**src/verilog/lct_regs.vh**
```
// Notes on behaviour
// - wait the host when its access collides with the panel-side display RAM read.
// - ready pin is three-state so several devices share one pulled-up line.
// - reset stops oscillator, clears timing and diagnostics, blanks display.
// - after reset release the display stays off for 4 frames.
// - refresh low stops oscillator, clears timing generators, blanks display.
// - after refresh release the display stays off for 4 frames.
// - display-blank low drives every column output to the V1 level.
// - display-blank low also drives the row-blank output low.
// - master generates frame pulse, line strobe and both level selects.
// - frame pulse twice a frame, 81 strobes per half frame.
// - level select a: 1,1,0,0 per group; b: 1010,0101,0101,1010.
// - slave compares master level selects with its own; mismatch drives refresh.
// - refresh reinitialises timing; blank for 4 frames plus refresh low time.
// - mismatch check once per half frame at frame pulse rising edge.
// - only the master runs the oscillator and drives timing pins.
// - master line strobe period is 16 oscillator cycles, 8 high, 8 low.
`ifndef LCT_REGS_VH
`define LCT_REGS_VH

// ==================================================
// register map
`define LCT_ADDR_CTRL        12'h000
`define LCT_ADDR_STATUS      12'h004
`define LCT_CTRL_FORCE_BLANK 0
`define LCT_CTRL_DIAG_EN     1
`define LCT_CTRL_RESET       32'h0000_0002
`define LCT_STAT_MASTER      0
`define LCT_STAT_DISPLAY_ON  1
`define LCT_STAT_MISMATCH    2
`define LCT_STAT_HALF        3
`define LCT_STAT_LINE_LSB    8

// ==================================================
// timing
`define LCT_CLK_PERIOD_NS    50
`define LCT_OSC_PERIOD_NS    5511
`define LCT_OSC_CYCLES       (`LCT_OSC_PERIOD_NS / `LCT_CLK_PERIOD_NS)
`define LCT_STB_OSC_CYCLES   16
`define LCT_LINES_PER_HALF   81
`define LCT_BLANK_FRAMES     4
`define LCT_REFRESH_CYCLES   16
`define LCT_FETCH_CYCLES     4

`endif

```
**src/verilog/lct_blank_hold.v**
```verilog
`timescale 1ns/10ps
`include "lct_regs.vh"

module lct_blank_hold #(
  parameter FRAMES = `LCT_BLANK_FRAMES
) (
  input  wire pclk,
  input  wire presetn,
  input  wire ce,
  input  wire hold,
  input  wire frame_start,
  output wire blank
);

  reg [2:0] remain;

  // ==================================================
  // count full frames once the hold is released
  always @(posedge pclk or negedge presetn) begin
    if (!presetn) begin
      remain <= FRAMES[2:0];
    end else if (ce) begin
      if (hold) begin
        remain <= FRAMES[2:0];
      end else if (frame_start && remain != 3'h0) begin
        remain <= remain - 3'h1;
      end
    end
  end

  assign blank = (remain != 3'h0) || hold;

endmodule

```
**src/verilog/lct_line_gen.v**
```verilog
`timescale 1ns/10ps
`include "lct_regs.vh"

module lct_line_gen #(
  parameter PHASES = `LCT_STB_OSC_CYCLES,
  parameter LINES  = `LCT_LINES_PER_HALF
) (
  input  wire       pclk,
  input  wire       presetn,
  input  wire       ce,
  input  wire       init,
  input  wire       osc_tick,
  input  wire       ext_step,
  input  wire       master,
  output reg        line_strobe,
  output reg        frame_pulse_n,
  output reg        level_select_a,
  output reg        level_select_b,
  output reg  [6:0] line_index,
  output reg        half_index,
  output wire       frame_start,
  output wire       fetch_start
);

  reg  [3:0] phase;
  reg  [3:0] seq;
  wire       step;
  wire [3:0] next_seq;
  wire [3:0] next_phase;

  localparam [3:0] LAST_PHASE = PHASES[3:0] - 4'h1;
  localparam [3:0] HALF_PHASE = PHASES[4:1];

  // ==================================================
  // strobe pacing: oscillator in master, incoming strobe in slave
  assign step        = master ? (osc_tick && phase == LAST_PHASE) : ext_step;
  assign next_phase  = (phase == LAST_PHASE) ? 4'h0 : phase + 4'h1;
  assign frame_start = step && half_index && line_index == LINES[6:0] - 7'h1;
  assign fetch_start = step;
  assign next_seq    = seq + 4'h1;

  always @(posedge pclk or negedge presetn) begin
    if (!presetn) begin
      // parked on the last phase so the first tick is a full strobe step
      phase          <= LAST_PHASE;
      seq            <= 4'h0;
      line_index     <= 7'h00;
      half_index     <= 1'b0;
      line_strobe    <= 1'b0;
      frame_pulse_n  <= 1'b1;
      level_select_a <= 1'b1;
      level_select_b <= 1'b1;
    end else if (ce) begin
      if (init) begin
        phase          <= LAST_PHASE;
        seq            <= 4'h0;
        line_index     <= 7'h00;
        half_index     <= 1'b0;
        line_strobe    <= 1'b0;
        frame_pulse_n  <= 1'b1;
        level_select_a <= 1'b1;
        level_select_b <= 1'b1;
      end else begin
        if (master && osc_tick) begin
          phase       <= next_phase;
          line_strobe <= next_phase < HALF_PHASE;
        end
        if (step) begin
          seq <= next_seq;
          // groups of four strobes select the level pattern
          level_select_a <= ~next_seq[3];
          level_select_b <= next_seq[0] ^ ~(next_seq[3] ^ next_seq[2]);
          if (line_index == LINES[6:0] - 7'h1) begin
            line_index    <= 7'h00;
            half_index    <= ~half_index;
            frame_pulse_n <= 1'b0;
          end else begin
            line_index    <= line_index + 7'h01;
            frame_pulse_n <= 1'b1;
          end
        end
      end
    end
  end

endmodule

```
**src/verilog/lct_top.v**
```verilog
`timescale 1ns/10ps
`include "lct_regs.vh"

module lct_top #(
  parameter OSC_CYCLES    = `LCT_OSC_CYCLES,
  parameter REFRESH_CYCLES = `LCT_REFRESH_CYCLES,
  parameter FETCH_CYCLES  = `LCT_FETCH_CYCLES
) (
  input  wire        pclk,
  input  wire        presetn,
  input  wire        ce,
  // apb
  input  wire        psel,
  input  wire        penable,
  input  wire        pwrite,
  input  wire [11:0] paddr,
  input  wire [31:0] pwdata,
  output reg  [31:0] prdata,
  output wire        pready,
  output wire        pslverr,
  // host parallel bus strobes
  input  wire        host_select_n,
  input  wire        host_read_n,
  input  wire        host_write_n,
  output wire        ready_out,
  output wire        ready_oe,
  // control pins
  input  wire        master_select,
  input  wire        display_blank_n,
  input  wire        timing_refresh_n_in,
  output wire        timing_refresh_n_out,
  output wire        timing_refresh_n_oe,
  // timing pins, driven in master mode, read in slave mode
  input  wire        frame_pulse_n_in,
  input  wire        line_strobe_in,
  input  wire        level_select_a_in,
  input  wire        level_select_b_in,
  output wire        frame_pulse_n,
  output wire        line_strobe,
  output wire        level_select_a,
  output wire        level_select_b,
  output wire        timing_oe,
  // display
  output reg         column_blank,
  output reg         row_blank_out_n
);

  reg  [31:0] ctrl;
  reg         mismatch_seen;
  reg  [7:0]  osc_div;
  reg         osc_tick;
  reg         strobe_prev;
  reg         frame_prev_n;
  reg         check_dly;
  reg  [4:0]  refresh_cnt;
  reg  [2:0]  fetch_cnt;
  wire        init;
  wire        slave_step;
  wire        check_edge;
  wire        mismatch;
  wire        frame_start;
  wire        fetch_start;
  wire        hold_blank;
  wire        host_access;
  wire        display_on;
  wire        wr_en;
  wire        rd_en;
  wire        addr_ok;
  wire [6:0]  line_index;
  wire        half_index;
  wire        gen_strobe;
  wire        gen_frame_n;
  wire        gen_lvl_a;
  wire        gen_lvl_b;

  // ==================================================
  // apb slave, zero wait states
  assign pready  = 1'b1;
  assign addr_ok = paddr == `LCT_ADDR_CTRL || paddr == `LCT_ADDR_STATUS;
  assign pslverr = psel && penable && !addr_ok;
  assign wr_en   = psel && penable && pwrite;
  assign rd_en   = psel && !penable && !pwrite;

  always @(posedge pclk or negedge presetn) begin
    if (!presetn) begin
      ctrl   <= `LCT_CTRL_RESET;
      prdata <= 32'h0000_0000;
    end else if (ce) begin
      if (wr_en && paddr == `LCT_ADDR_CTRL) begin
        ctrl <= {30'h0000_0000, pwdata[1:0]};
      end
      if (rd_en) begin
        case (paddr)
          `LCT_ADDR_CTRL: begin
            prdata <= ctrl;
          end
          `LCT_ADDR_STATUS: begin
            prdata <= {17'h00000, line_index, 4'h0, half_index, mismatch_seen,
                       display_on, master_select};
          end
          default: begin
            prdata <= 32'h0000_0000;
          end
        endcase
      end
    end
  end

  // ==================================================
  // oscillator model: stopped while reset or refresh is low
  assign init = !timing_refresh_n_in;

  always @(posedge pclk or negedge presetn) begin
    if (!presetn) begin
      osc_div  <= 8'h00;
      osc_tick <= 1'b0;
    end else if (ce) begin
      // slaves leave their oscillator idle
      if (init || !master_select) begin
        osc_div  <= 8'h00;
        osc_tick <= 1'b0;
      end else if (osc_div == OSC_CYCLES[7:0] - 8'h01) begin
        osc_div  <= 8'h00;
        osc_tick <= 1'b1;
      end else begin
        osc_div  <= osc_div + 8'h01;
        osc_tick <= 1'b0;
      end
    end
  end

  // ==================================================
  // slave follows strobe edges from the master
  always @(posedge pclk or negedge presetn) begin
    if (!presetn) begin
      strobe_prev  <= 1'b0;
      frame_prev_n <= 1'b1;
      check_dly    <= 1'b0;
    end else if (ce) begin
      strobe_prev  <= line_strobe_in;
      frame_prev_n <= frame_pulse_n_in;
      // compare a cycle late, once our own step for that strobe has landed
      check_dly    <= check_edge;
    end
  end

  assign slave_step = line_strobe_in && !strobe_prev;
  assign check_edge = frame_pulse_n_in && !frame_prev_n;

  lct_line_gen #(
    .PHASES (`LCT_STB_OSC_CYCLES),
    .LINES  (`LCT_LINES_PER_HALF)
  ) u_gen (
    .pclk           (pclk),
    .presetn        (presetn),
    .ce             (ce),
    .init           (init),
    .osc_tick       (osc_tick),
    .ext_step       (slave_step),
    .master         (master_select),
    .line_strobe    (gen_strobe),
    .frame_pulse_n  (gen_frame_n),
    .level_select_a (gen_lvl_a),
    .level_select_b (gen_lvl_b),
    .line_index     (line_index),
    .half_index     (half_index),
    .frame_start    (frame_start),
    .fetch_start    (fetch_start)
  );

  assign timing_oe      = master_select;
  assign line_strobe    = gen_strobe;
  assign frame_pulse_n  = gen_frame_n;
  assign level_select_a = gen_lvl_a;
  assign level_select_b = gen_lvl_b;

  // ==================================================
  // self-diagnostic: slave only, checked on frame pulse rise
  assign mismatch = !master_select && ctrl[`LCT_CTRL_DIAG_EN] && check_dly &&
                    !init && (level_select_a_in != gen_lvl_a ||
                    level_select_b_in != gen_lvl_b);

  always @(posedge pclk or negedge presetn) begin
    if (!presetn) begin
      refresh_cnt   <= 5'h00;
      mismatch_seen <= 1'b0;
    end else if (ce) begin
      if (mismatch) begin
        refresh_cnt <= REFRESH_CYCLES[4:0];
      end else if (refresh_cnt != 5'h00) begin
        refresh_cnt <= refresh_cnt - 5'h01;
      end
      // set wins over a write-one clear in the same cycle
      if (mismatch) begin
        mismatch_seen <= 1'b1;
      end else if (wr_en && paddr == `LCT_ADDR_STATUS && pwdata[`LCT_STAT_MISMATCH]) begin
        mismatch_seen <= 1'b0;
      end
    end
  end

  // open drain: only ever pulls low
  assign timing_refresh_n_out = 1'b0;
  assign timing_refresh_n_oe  = refresh_cnt != 5'h00;

  // ==================================================
  // display blanking
  lct_blank_hold #(
    .FRAMES (`LCT_BLANK_FRAMES)
  ) u_hold (
    .pclk        (pclk),
    .presetn     (presetn),
    .ce          (ce),
    .hold        (init),
    .frame_start (frame_start),
    .blank       (hold_blank)
  );

  assign display_on = display_blank_n && !hold_blank && !ctrl[`LCT_CTRL_FORCE_BLANK];

  always @(posedge pclk or negedge presetn) begin
    if (!presetn) begin
      column_blank    <= 1'b1;
      row_blank_out_n <= 1'b0;
    end else if (ce) begin
      column_blank    <= !display_on;
      row_blank_out_n <= display_on;
    end
  end

  // ==================================================
  // host wait: panel fetch owns the single-port ram briefly after each strobe
  always @(posedge pclk or negedge presetn) begin
    if (!presetn) begin
      fetch_cnt <= 3'h0;
    end else if (ce) begin
      if (fetch_start) begin
        fetch_cnt <= FETCH_CYCLES[2:0];
      end else if (fetch_cnt != 3'h0) begin
        fetch_cnt <= fetch_cnt - 3'h1;
      end
    end
  end

  assign host_access = !host_select_n && (!host_read_n || !host_write_n);
  // released while not selected so other devices can share the line
  assign ready_oe    = host_access;
  assign ready_out   = fetch_cnt == 3'h0;

endmodule
```
**config.mk**
```make
export PLATFORM = sky130hd
export DESIGN_NAME = lct_top
export DESIGN_NICKNAME = d
export VERILOG_FILES = /design/src/verilog/lct_blank_hold.v /design/src/verilog/lct_line_gen.v /design/src/verilog/lct_top.v
export VERILOG_INCLUDE_DIRS = /design/src /design/src/verilog
export SDC_FILE = /design/constraint.sdc
export NUM_CORES = 1
export LEC_CHECK = 0
export BUFFER_PORTS_ARGS = -buffer_cell sky130_fd_sc_hd__buf_2
export CAP_MARGIN = 10
export CORE_AREA = 2 2 80 82
export CTS_BUF_LIST = sky130_fd_sc_hd__clkbuf_8
export DETAILED_ROUTE_END_ITERATION = 10
export DIE_AREA = 0 0 82 84
export PLACE_DENSITY = 0.86
export SLEW_MARGIN = 20
export SYNTH_ARGS = -nofsm -noshare
export SYNTH_HDL_FRONTEND = slang
export SYNTH_SLANG_ARGS = --single-unit
```
**constraint.sdc**
```tcl
create_clock -name pclk -period 2.55 [get_ports pclk]
set_input_delay 0.1275 -clock pclk [delete_from_list [all_inputs] [get_ports pclk]]
set_output_delay 0.1275 -clock pclk [all_outputs]
set_load 0.02 [all_outputs]
```
* Word level (Yosys, flattened, before mapping)
Index checks and enable logic that the tools add are counted.
** Storage, ports and cells
- Bits in registers :: 80
- Latch bits :: 0
- RAM bits :: 0
- ROM bits :: 0
- Bits of input ports :: 60
- Output and inout port bits :: 45
- Logic and storage cells :: 135
- Memories kept :: 0
** Operators by class
- $add $sub $neg :: 7
- Multipliers :: 0
- Divide/modulo/power cells :: 0
- $lt $le $gt $ge :: 1
- Equal/unequal tests :: 10
- Shifts and indexed selects :: 0
- Multiplexer cells :: 34
- Bitwise logic cells :: 5
- Reduce and logical (&&, ||, !) cells :: 57
** Operator list (count)
- 15-bit one-hot mux with 2 select lines :: 1
- 1-bit logical AND :: 22
- 7-bit 2-to-1 mux :: 3
- 4-bit 2-to-1 mux :: 5
- 1-bit 2-to-1 mux :: 17
- 8-bit 2-to-1 mux :: 2
- 2-bit AND reduction :: 8
- 1-bit zero test :: 13
- 12-bit by 3-bit equality test with 1-bit output (second input constant) :: 1
- 12-bit zero test :: 1
- 3-bit 2-to-1 mux :: 4
- 5-bit 2-to-1 mux :: 2
- 4-bit by 1-bit adder with 4-bit output (second input constant) :: 2
- 8-bit by 1-bit adder with 8-bit output (second input constant) :: 1
- 8-bit by 7-bit equality test with 1-bit output (second input constant) :: 1
- 2-bit by 1-bit inequality test with 1-bit output (second input constant) :: 4
- 7-bit by 1-bit adder with 7-bit output (second input constant) :: 1
- 7-bit equality test (second input constant) :: 1
- 2-bit nonzero test :: 3
- 3-bit nonzero test :: 2
- 3-bit by 1-bit subtractor with 3-bit output (second input constant) :: 2
- 1-bit logical OR :: 5
- 5-bit nonzero test :: 1
- 5-bit by 1-bit subtractor with 5-bit output (second input constant) :: 1
- 7 further kinds :: 11

* Longest topological paths before layout
Gate-level depths: netlist (run 1).
- Depth after elaboration :: 8
- Depth in mapped cells :: 7
- Gate-level depth less buffers :: 6

* By module
From an unflattened synthesis (run 1), not the netlist that was laid out.
** Second synthesis, totals
- Cell total of the unflattened synthesis :: 336
- Area total of the unflattened synthesis :: 3328.2 um2
** By module, submodules not included
- lct_top :: instances 1, cells each 195, area each 1953.1 um2, sequential area each 904.6 um2
- lct_line_gen :: instances 1, cells each 118, area each 1144.8 um2, sequential area each 509.2 um2
- lct_blank_hold :: instances 1, cells each 23, area each 230.2 um2, sequential area each 76.3 um2

* Least setup slack after synthesis (run 1)
No wires, ideal clock.
- Path kind :: flip-flop to flip-flop
- Start :: register u_gen.phase[0]
- End :: register u_gen.line_index[3]
- Setup time :: 88 ps
- Arrival :: 1675 ps
- Data required time :: 2462 ps
- Setup slack :: 787 ps
- Cell stages (with the launch flop) :: 6
- Buffers on the path :: 0
- Period minus slack after synthesis :: 1763 ps
- Cells stage by stage :: dfstp_2 > ha_1 > and3_2 > a211oi_2 > or4_1 > a22oi_1
** On the way
- Longest elaborated chain between the ends :: 5
** Ends and longest elaborated chain
- start: declaration :: line lct_line_gen.v:25 : reg [3:0] phase;
- start signal: assignment :: line lct_line_gen.v:65 : phase <= next_phase;
- 4-bit equality test :: line lct_line_gen.v:36 : assign step = master ? (osc_tick && phase == LAST_PHASE) : ext_step;
- 1-bit logical AND :: line lct_line_gen.v:36
- 1-bit 2-to-1 mux :: line lct_line_gen.v:36
- 2-bit by 1-bit inequality test with 1-bit output (no line)
- 2-bit AND reduction (no line)
- end signal: assignment :: line lct_line_gen.v:78 : line_index <= line_index + 7'h01;
- end: declaration :: line lct_line_gen.v:19 : output reg [6:0] line_index,
Every way passes these cells.
A chain may end at the register's enable or synchronous reset.

* Worst setup path in the final report (run 1)
- Start :: register u_gen.phase[0]
- End :: register u_gen.line_index[4]
Same word-level chain as after synthesis.

==> results of run 1 <==
[routing by layer]
metal	GRT usage (%)	share of wire (%)	routed length, um	vias to the layer above
met4	9.85	1.5	108	0
met2	37.8	51	3630	99
met1	28.3	42	3000	1287
li1	-	-	-	1263
met5	0	0	0	-
met3	3.68	6.0	431	10
[cells in the mapped netlist, drive strengths merged (2+ instances only)]
library cell	n
o31ai	6
xnor2	6
conb	2
o22a	3
o21ai	14
a21o	4
o2bb2ai	5
and2	5
nand3	16
nand2	23
clkbuf	7
nor4	3
nor3	7
nand2b	8
dfrtp	48
nor3b	3
nor2	16
or2	2
a311o	2
ha	11
or3	2
mux2i	5
a22o	9
inv	21
nand4	6
xor2	5
dfstp	11
a22oi	4
o22ai	7
buf	31
and3	5
a41o	2
a21oi	6
o21a	3
mux2	3
or4	4
[how the worst max path moves through the flow]
stage	startpoint	cells past startpoint	slack (ns)	to
floorplan	u_gen.phase[0]	5	0.79	u_gen.line_index[3]
CTS	u_gen.phase[0]	5	0.46	u_gen.line_index[4]
detailed placement	u_gen.phase[0]	5	0.54	u_gen.half_index
global placement	u_gen.phase[0]	5	0.55	u_gen.half_index
global route	u_gen.phase[0]	5	0.28	u_gen.line_index[4]
finish	u_gen.phase[0]	5	0.42	u_gen.line_index[4]
[through the flow]
stage	hold WS (ns)	cell area (um^2)
after CTS	0.0202	3790
after floorplan	-0.168	3400
final	0.0230	3790
after global routing	0.0227	3790
after detailed placement	0.0729	3570
after global placement	0.0612	3570
[flip-flops by register name, indices dropped and copies added, names as in the netlist, 3 cells and up]
name,cells
u_gen.line_index,7
osc_div,8
u_gen.seq,4
u_hold.remain,3
fetch_cnt,3
prdata,11
refresh_cnt,5
u_gen.phase,4
[report_power, final]
| group | switching, mW | internal, mW | leakage [nW] |
|---|---|---|---|
| registers | 0.100 | 1.05 | 0.763 |
| clock network | 0.390 | 0.548 | 0.109 |
| logic | 0.329 | 0.224 | 0.939 |
| total | 0.819 | 1.82 | 1.81 |
[logic make-up after synthesis]
| logic type | count (synthesis) |
|---|---|
| mux | 8 |
| other cells | 2 |
| fa+ha+maj | 11 |
| compound gates | 78 |
| buf+inv | 59 |
| flops | 59 |
| xor+xnor | 11 |
| simple gates | 106 |
[what timing repair did]
| action | CTS | global route |
|---|---|---|
| endpoints found under the hold margin | 10 | 0 |
| setup buffers | 0 | 0 |
| gates resized for setup | 0 | 0 |
| hold buffers | 1 | 0 |
[area by class of cell]
type | count | area, um^2
inverter | 21 | 78.8
tap | 77 | 96.3
timing repair buffer | 60 | 323
clock buffer | 9 | 124
clock inverter | 7 | 91.3
sequential | 59 | 1490
multi-input combinational | 237 | 1590
fill | 514 | 2300
==> flow_summary.ini, run 1 <==
[detailed_routing]
finalWirelength_um = 7170
detail-route-antenna-nets = 0
vias_per_cell = 5.66
post-route-drc-count = 0
total_number_of_vias = 2659
initialDrtViolationCount = 160
routed_wire_length_per_instance_um = 15.3
drt_first_pass_iters = 4

[min_path]
min_to = ctrl[1]
holdCritPathClass = in -> reg
min_from = pwdata[1]
hold_path_depth = 2

[worst_setup_path]
reg2reg_slack_ns = 0.42
critical_path.endpoint_type = flop
chain_of_cells_forming_the_critical_path = ha_1 > and3_2 > a21oi_1 > o21ai_0 > a22oi_1
slowest_stage = sky130_fd_sc_hd__a21oi_1
worstReg2RegEnd = u_gen.line_index[4]
critPathBufInv = 0
critical_path.top_delay_family = compound AO/OA/AOI/OAI gates
worstRegToRegCells = 5
slowest_delay_ns = 0.56
crit_fanout = 7
r2r_path_start = u_gen.phase[0]
signal_arrival_time_at_the_worst_endpoint_ns = 2.37
worst_setup_path_start_kind = flop
crit_type = reg -> reg
worst-endpoint-required_ns = 2.79

[placed_design]
placed_cells = 453
place.gp.congestion = 0.840
dp_worst_setup_slack_ns = 0.537
place.detailed.hpwl_um = 5080
port_buffers = 52

[cts]
cts.sink_count = 59
insertion_delay_ns = 0.34
ctsLongestPathBuffers = 2
clk_pin_slew_worst_paths_ns = 0.08
clock_tree_from_tritoncts = yes
clock_root_buffer = sky130_fd_sc_hd__clkbuf_8
tritoncts.num_buffers = 9
cts.htree.levels = 3

[global_routing]
vias_in_the_first_global_route = 2747
grt_antenna_before_repair = 0
globalRoute.totalOverflow = 0
first_pass_grt_wire_length_um = 12200
grt_max_degree = 40
global_route_usage_sum_pct = 22.6

[timing]
slew_violations = 0
finalHoldViolations = 0
finClkSkew_ns = 0.0144
layout_setup_ws_ns = 0.416
worst_pin_slew_ns = 0.666
setup_violations = 0
worst_slew_margin_rel_pct = 55.6
maxClockFrequency_ghz = 0.469
rsz0062_at_grt = no
finalSetupTns_ns = 0
min_period_over_period_pct = 83.7
finalCriticalPeriod_ns = 2.13

[yosys]
synth_mux_area_share_pct = 2.75
synth_compound_gate_area_share_pct = 17.4
dominantRegCellSynth = sky130_fd_sc_hd__dfrtp_1
main_combinational_cell_family_by_area_after_synthesis = simple AND/OR/NAND/NOR gates
async_flop_share_pct = 100
synth_enable_flop_cells = 0
synth_xor_xnor_area_share_pct = 2.90
post-synth-top-area-fraction_pct = 36.2
yosysTopAreaCell = sky130_fd_sc_hd__dfrtp_1
synth_cell_type_count = 64
yosys-top-cells-area = sky130_fd_sc_hd__dfrtp_1 (36%), sky130_fd_sc_hd__dfstp_2 (8.7%), sky130_fd_sc_hd__buf_4 (5.4%)
ys_seq_area_share_pct = 44.9
synth_seq_cells = 59
synthCells = 334
mappedNetlistArea_um2 = 3320
synth_fa_ha_area_share_pct = 4.15
postSynthAreaPerCell_um2 = 9.93
synth_simple_gate_area_share_pct = 18.1
synth-warning-count = 0

[die]
initial_utilization_pct = 54.4
floorplan.die_area_um2 = 6890
die_height_um = 84
die_w_um = 82
core_region_area_um2 = 6100
rows = 29
top_level_ports = 105

[final_layout]
layout.cells.most_common = sky130_fd_sc_hd__buf_2
share_of_layout_cells_above_drive_strength_1_pct = 26.2
antenna_cells = 0
finish.utilization_pct = 62.2
post_layout_nonfiller_instances = 470
design.final.nets = 459
areaGrowthSynthToFinish_pct = 14.3
top_library_cells_by_usage_in_the_layout_fill_and_taps_aside = sky130_fd_sc_hd__buf_2 (52), sky130_fd_sc_hd__dfrtp_1 (48), sky130_fd_sc_hd__nand2_1 (23), sky130_fd_sc_hd__conb_1 (23), sky130_fd_sc_hd__inv_1 (21)

[flow_run]
drv.max_cap_violation_count = 0

[power]
p_leak_nw = 1.81
report.power.total_mw = 2.64
ir_worst_vdd_v = 0.000376
power_per_cell_area_nw_per_um2 = 697

[status]
outcome = complete, no violations
(Power assumes the default switching activity.)
==> run 2: changes to the inputs <==
--- a/config.mk
+++ b/config.mk
@@ -6,13 +6,14 @@
 export SDC_FILE = /design/constraint.sdc
 export NUM_CORES = 1
 export LEC_CHECK = 0
+export ABC_AREA = 1
 export BUFFER_PORTS_ARGS = -buffer_cell sky130_fd_sc_hd__buf_2
 export CAP_MARGIN = 10
-export CORE_AREA = 2 2 80 82
+export CORE_AREA = 2 2 84 86
 export CTS_BUF_LIST = sky130_fd_sc_hd__clkbuf_8
 export DETAILED_ROUTE_END_ITERATION = 10
-export DIE_AREA = 0 0 82 84
-export PLACE_DENSITY = 0.86
+export DIE_AREA = 0 0 86 88
+export PLACE_DENSITY = 0.8
 export SLEW_MARGIN = 20
 export SYNTH_ARGS = -nofsm -noshare
 export SYNTH_HDL_FRONTEND = slang
==> constraint.sdc (replaced) <==
create_clock -name pclk -period 2.2 [get_ports pclk]
set_input_delay 0.11 -clock pclk [delete_from_list [all_inputs] [get_ports pclk]]
set_output_delay 0.11 -clock pclk [all_outputs]
set_load 0.02 [all_outputs]
==> run 2 against run 1 <==
  * Design area increased by 2.6%
  * Die area increased by 9.9%
  * Sequential share of layout area decreased by 1.0 points
  * Flip-flop and latch count unchanged
  * Global-route usage decreased by 2.4 points
  * Synthesized cell count increased by 33%
==> flow_summary.ini, run 2 <==
[worst_setup_path]
slowest_stage = sky130_fd_sc_hd__dfstp_2
critPathBufInv = 0
worst-endpoint-required_ns = 2.43
critical_path.top_delay_family = simple AND/OR/NAND/NOR gates
signal_arrival_time_at_the_worst_endpoint_ns = 2.09
slowest_delay_ns = 0.54
worst_setup_path_start_kind = flop
crit_fanout = 22
timing.critical_path.mode_cell = sky130_fd_sc_hd__nand2_1
crit_type = reg -> reg
critical_path.endpoint_type = flop
chain_of_cells_forming_the_critical_path = ha_1 > nand3_2 > o21ai_4 > nand2_4 > nand2_4 > nand2_1 > nand2_1 > nand2_1

[yosys]
mappedNetlistArea_um2 = 3410
ys_seq_area_share_pct = 43.7
async_flop_share_pct = 100
synth_cell_type_count = 38
synthMostInstantiatedCell = sky130_fd_sc_hd__nand2_1
post-synth-top-area-fraction_pct = 35.2
synth_enable_flop_cells = 0
synthCells = 444
synth-warning-count = 0
yosysTopAreaCell = sky130_fd_sc_hd__dfrtp_1
postSynthAreaPerCell_um2 = 7.68
netlist_top_cells_count = sky130_fd_sc_hd__nand2_1 (128), sky130_fd_sc_hd__inv_1 (50), sky130_fd_sc_hd__dfrtp_1 (48)
dominantRegCellSynth = sky130_fd_sc_hd__dfrtp_1
yosys-top-cells-area = sky130_fd_sc_hd__dfrtp_1 (35%), sky130_fd_sc_hd__nand2_1 (14%), sky130_fd_sc_hd__dfstp_2 (8.5%)
synth_seq_cells = 59

[power]
p_leak_nw = 2.09
ir_worst_vdd_v = 0.000435
power_per_cell_area_nw_per_um2 = 762

[placed_design]
dp_worst_setup_slack_ns = 0.346
place.gp.congestion = 0.815
port_buffers = 52
placedInstanceArea_um2 = 3640
place.detailed.hpwl_um = 5150

[status]
outcome = complete, no violations

[detailed_routing]
routed_wire_length_per_instance_um = 12.0
drt_first_pass_iters = 4
initialDrtViolationCount = 114
post-route-drc-count = 0
finalWirelength_um = 7010
total_number_of_vias = 2906
vias_per_cell = 4.97
detail-route-antenna-nets = 0

[cts]
ctsLongestPathBuffers = 2
post-cts-setup-buffers = 0
tritoncts.num_buffers = 9
insertion_delay_ns = 0.34
clk_pin_slew_worst_paths_ns = 0.07
cts.repair.resized = 0
cts_hold_buf = 4
clock_root_buffer = sky130_fd_sc_hd__clkbuf_8
clock_tree_from_tritoncts = yes
cts.sink_count = 59
cts.htree.levels = 3

[final_layout]
share_of_layout_cells_above_drive_strength_1_pct = 17.8
finish.utilization_pct = 58.6
layout.cells.most_common = sky130_fd_sc_hd__nand2_1
areaGrowthSynthToFinish_pct = 14.1
fin_area_um2 = 3890
largest_register_ff_count = 11
regArea_um2 = 1490
top_library_cells_by_usage_in_the_layout_fill_and_taps_aside = sky130_fd_sc_hd__nand2_1 (128), sky130_fd_sc_hd__buf_2 (52), sky130_fd_sc_hd__inv_1 (51), sky130_fd_sc_hd__dfrtp_1 (48), sky130_fd_sc_hd__nand3_1 (46)
registers_with_the_most_flip_flops = prdata x11, osc_div x8, u_gen.line_index x7
design.final.nets = 572
fillerInstances = 593
combined_area_of_the_multi_input_logic_cells_um2 = 1560
antenna_cells = 0
registers.top_by_ff_count = prdata

[timing]
layout_setup_ws_ns = 0.344
slew_violations = 0
setup_violations = 0
finalHoldViolations = 0
maxClockFrequency_ghz = 0.539
finClkSkew_ns = 0.00475
min_period_over_period_pct = 84.4
worst_slew_margin_rel_pct = 55.6
finalCriticalPeriod_ns = 1.86
worst_pin_slew_ns = 0.666
rsz0062_at_grt = no
finalSetupTns_ns = 0

[global_routing]
vias_in_the_first_global_route = 2793
global_route_usage_sum_pct = 20.3
grt_max_degree = 32
first_pass_grt_wire_length_um = 12100
grt_antenna_before_repair = 0
globalRoute.totalOverflow = 0

[die]
rows = 30
floorplan.die_area_um2 = 7570
core_region_area_um2 = 6640
die_height_um = 88
top_level_ports = 105
die_w_um = 86
initial_utilization_pct = 51.3

[flow_run]
drv.max_cap_violation_count = 0

[min_path]
holdCritPathClass = in -> reg
-- run 2: changes by cell type after synthesis, sizes merged, moves of 8 or more --
cell / before / now
a22o: 9 / 0
inv: 21 / 51
nand2: 23 / 130
nand2b: 8 / 0
nand3: 16 / 47
nor2: 16 / 40
o21ai: 14 / 25
-- run 2: worst paths after layout --
kind	from	end	slack, ns	depth (start not counted)
max in group asynchronous	presetn	u_gen.level_select_b	1.19	3
min in group asynchronous	presetn	refresh_cnt[1]	0.34	2
hold / removal	pwdata[0]	ctrl[0]	0.04	3
hold reg to reg	frame_prev_n	frame_prev_n	0.47	2
setup reg to reg	u_gen.phase[0]	u_hold.remain[1]	0.34	8
setup / recovery	u_gen.phase[0]	u_hold.remain[1]	0.34	8
-- run 2: area by class of cell --
class / count / share of cell area [%]
clock inverter: 2 / 0.868
sequential: 59 / 38.3
multi-input combinational: 321 / 40.1
timing repair buffer: 59 / 8.62
tap: 80 / 2.57
clock buffer: 13 / 4.60
inverter: 51 / 4.92
-- run 2: cells by family after synthesis --
kind of cell             synth area share [%]
flip-flops                               43.7
other                                   0.220
AND/OR/NAND/NOR                          29.6
XOR/XNOR                                 2.57
AO/OA/AOI/OAI                            6.79
multiplexers                            0.293
adder cells (fa/ha/maj)                  4.04
buffers and inverters                    12.8
-- run 2: power breakdown --
part	total, mW	internal [mW]	switching (mW)
logic	0.617	0.223	0.395
clock network	1.05	0.637	0.413
registers	1.30	1.21	0.0848
total	2.97	2.07	0.892
-- run 2: metal layers --
| metal | up-vias | part of all wire [%] | wire length [um] | global-route usage, % |
|---|---|---|---|---|
| li1 | 1474 | - | - | - |
| met3 | 12 | 5.5 | 388 | 4.34 |
| met1 | 1333 | 45 | 3180 | 24.6 |
| met4 | 0 | 1.9 | 130 | 8.80 |
| met2 | 87 | 47 | 3310 | 34.8 |
| met5 | - | 0 | 0 | 0 |
-- run 2: worst reg2reg max path, stage by stage, from the launching register on --
cell                      delay (ns)
sky130_fd_sc_hd__dfstp_2        0.54
sky130_fd_sc_hd__ha_1           0.22
sky130_fd_sc_hd__nand3_2        0.12
sky130_fd_sc_hd__o21ai_4        0.23
sky130_fd_sc_hd__nand2_4        0.17
sky130_fd_sc_hd__nand2_4        0.23
sky130_fd_sc_hd__nand2_1        0.13
sky130_fd_sc_hd__nand2_1        0.08
sky130_fd_sc_hd__nand2_1        0.05
-- run 2: metrics by stage --
step,std cells,hold WS (ns),total power [mW]
global placement,566,0.173,1.89
floorplan,465,-0.186,1.78
finish,585,0.0416,2.97
global route,585,0.0495,3.16
detailed placement,566,0.181,1.93
CTS,585,0.0224,3.00
==> run 3: changes to the inputs <==
--- a/config.mk
+++ b/config.mk
@@ -6,14 +6,14 @@
 export SDC_FILE = /design/constraint.sdc
 export NUM_CORES = 1
 export LEC_CHECK = 0
-export ABC_AREA = 1
+export ABC_AREA = 0
 export BUFFER_PORTS_ARGS = -buffer_cell sky130_fd_sc_hd__buf_2
 export CAP_MARGIN = 10
-export CORE_AREA = 2 2 84 86
+export CORE_AREA = 2 2 87 89
 export CTS_BUF_LIST = sky130_fd_sc_hd__clkbuf_8
 export DETAILED_ROUTE_END_ITERATION = 10
-export DIE_AREA = 0 0 86 88
-export PLACE_DENSITY = 0.8
+export DIE_AREA = 0 0 89 91
+export PLACE_DENSITY = 0.77
 export SLEW_MARGIN = 20
 export SYNTH_ARGS = -nofsm -noshare
 export SYNTH_HDL_FRONTEND = slang
==> constraint.sdc (replaced) <==
create_clock -name pclk -period 1.6 [get_ports pclk]
set_input_delay 0.08 -clock pclk [delete_from_list [all_inputs] [get_ports pclk]]
set_output_delay 0.08 -clock pclk [all_outputs]
set_load 0.02 [all_outputs]
==> run 3 against run 2 <==
  * The run now ends with negative setup slack left
  * Critical path type unchanged
  * Die area grew 7.0%
  * Clock skew grew 0.0011 ns
  * Total power grew 66%
  * Sequential power grew 41%
==> flow_summary.ini, run 3 (synthesis results as in run 1) <==
[status]
failing_checks = negative setup slack
outcome = complete, but fails checks

[min_path]
min_to = mismatch_seen
min_from = pwdata[2]
hold_path_depth = 4
holdCritPathClass = in -> reg

[final_layout]
registers.top_by_ff_count = prdata
fin_area_um2 = 4500
largest_register_ff_count = 11
regArea_um2 = 1490
top_library_cells_by_usage_in_the_layout_fill_and_taps_aside = sky130_fd_sc_hd__buf_2 (51), sky130_fd_sc_hd__dfrtp_1 (48), sky130_fd_sc_hd__buf_4 (41), sky130_fd_sc_hd__nand2_1 (23), sky130_fd_sc_hd__conb_1 (23)
combined_area_of_the_multi_input_logic_cells_um2 = 1810
layout.cells.most_common = sky130_fd_sc_hd__buf_2
areaGrowthSynthToFinish_pct = 35.6
registers_with_the_most_flip_flops = prdata x11, osc_div x8, u_gen.line_index x7
fillerInstances = 597
antenna_cells = 0
design.final.nets = 507
share_of_layout_cells_above_drive_strength_1_pct = 41.0

[detailed_routing]
routed_wire_length_per_instance_um = 14.8
vias_per_cell = 5.35
post-route-drc-count = 0
detail-route-antenna-nets = 0
total_number_of_vias = 2889
drt_first_pass_iters = 4
initialDrtViolationCount = 184
finalWirelength_um = 8010

[die]
floorplan.die_area_um2 = 8100
top_level_ports = 105
rows = 31
die_w_um = 89
die_height_um = 91
core_region_area_um2 = 7140
initial_utilization_pct = 46.5

[cts]
insertion_delay_ns = 0.34
ctsLongestPathBuffers = 2
clk_pin_slew_worst_paths_ns = 0.07
cts.sink_count = 59
clock_root_buffer = sky130_fd_sc_hd__clkbuf_8
clock_tree_from_tritoncts = yes
cts.htree.levels = 3
tritoncts.num_buffers = 9

[timing]
finalSetupTns_ns = -0.739
finClkSkew_ns = 0.00590
slew_violations = 0
layout_setup_ws_ns = -0.136
finalHoldViolations = 0
min_period_over_period_pct = 109
finalCriticalPeriod_ns = 1.74
rsz0062_at_grt = yes
maxClockFrequency_ghz = 0.576
setup_violations = 13

[worst_setup_path]
reg2reg_slack_ns = -0.14
worstRegToRegCells = 5
worstReg2RegEnd = u_gen.line_index[5]
slowest_stage = sky130_fd_sc_hd__dfstp_2
r2r_path_start = u_gen.phase[0]
slowest_delay_ns = 0.55
crit_type = reg -> reg
worst-endpoint-required_ns = 1.86
chain_of_cells_forming_the_critical_path = ha_4 > and3_4 > a211oi_4 > or4_1 > a22oi_1
critical_path.endpoint_type = flop
signal_arrival_time_at_the_worst_endpoint_ns = 2.00
worst_setup_path_start_kind = flop
crit_fanout = 7

[power]
report.power.total_mw = 4.91
p_leak_nw = 2.10
ir_worst_vdd_v = 0.000718
power_per_cell_area_nw_per_um2 = 1090

[flow_run]
drv.max_cap_violation_count = 0

[placed_design]
dp_worst_setup_slack_ns = -0.119
placedInstanceArea_um2 = 3890
place.gp.congestion = 0.820
place.detailed.hpwl_um = 5290
port_buffers = 52

[global_routing]
grt_antenna_before_repair = 0
grt_max_degree = 60
first_pass_grt_wire_length_um = 12900
global_route_usage_sum_pct = 20.3
globalRoute.totalOverflow = 0
vias_in_the_first_global_route = 2840
run 3: per-stage QoR:
step,std cells,util [%],hold slack [ns]
2_1_floorplan,355,-,-0.216
3_3_place_gp,508,54.6,0.108
3_5_place_dp,508,54.6,0.107
4_1_cts,535,60.8,0.0338
5_1_grt,540,63.0,0.0634
6_report,540,63.0,0.0582
run 3: worst max-delay path by stage:
| stage | slack (ns) | from | to |
|---|---|---|---|
| 2_1_floorplan | -0.09 | u_gen.phase[0] | u_gen.level_select_a |
| 3_3_place_gp | -0.09 | u_gen.phase[0] | u_gen.line_index[5] |
| 3_5_place_dp | -0.12 | u_gen.phase[0] | u_gen.line_index[5] |
| 4_1_cts | -0.13 | u_gen.phase[0] | u_gen.line_index[5] |
| 5_1_grt | -0.16 | u_gen.phase[0] | u_gen.line_index[5] |
| 6_report | -0.14 | u_gen.phase[0] | u_gen.line_index[5] |
run 3: metal layers:
| layer | vias up | track usage (%) | part of all wire (%) |
|---|---|---|---|
| met1 | 1426 | 26.1 | 42 |
| met3 | 14 | 6.64 | 6.5 |
| li1 | 1353 | - | - |
| met5 | - | 0 | 0 |
| met2 | 96 | 32.8 | 50 |
| met4 | 0 | 5.47 | 1.5 |
run 3: repair_timing:
| item | 4_1_cts | 5_1_grt |
|---|---|---|
| gates resized for setup | 25 | 29 |
| setup endpoints to repair | 20 | 29 |
| pin swaps | 11 | 12 |
| hold buffers | 5 | 0 |
| hold endpoints to repair | 52 | 0 |
| buffers inserted | 6 | 6 |
run 3: cell type report:
class                           instances  share of cell area (%)
Sequential cell                        59                    33.1
Timing Repair Buffer                  108                    16.6
Clock inverter                          6                    2.50
Clock buffer                           10                    3.06
Inverter                               21                    1.81
Tap cell                               99                    2.75
Multi-Input combinational cell        237                    40.2
run 3: worst max-delay path: cells and delay by family, from the launching register on:
kind                       cells  cell delay [ns]
and+or+nand+nor                2             0.74
DFF                            1             0.55
AOI/OAI and AO/OA              2             0.24
adders and majority gates      1             0.13
run 3: where the power goes:
group | total [mW] | switching (mW) | internal [mW]
Clock | 1.69 | 0.612 | 1.08
Sequential | 1.83 | 0.153 | 1.68
Combinational | 1.39 | 0.725 | 0.669
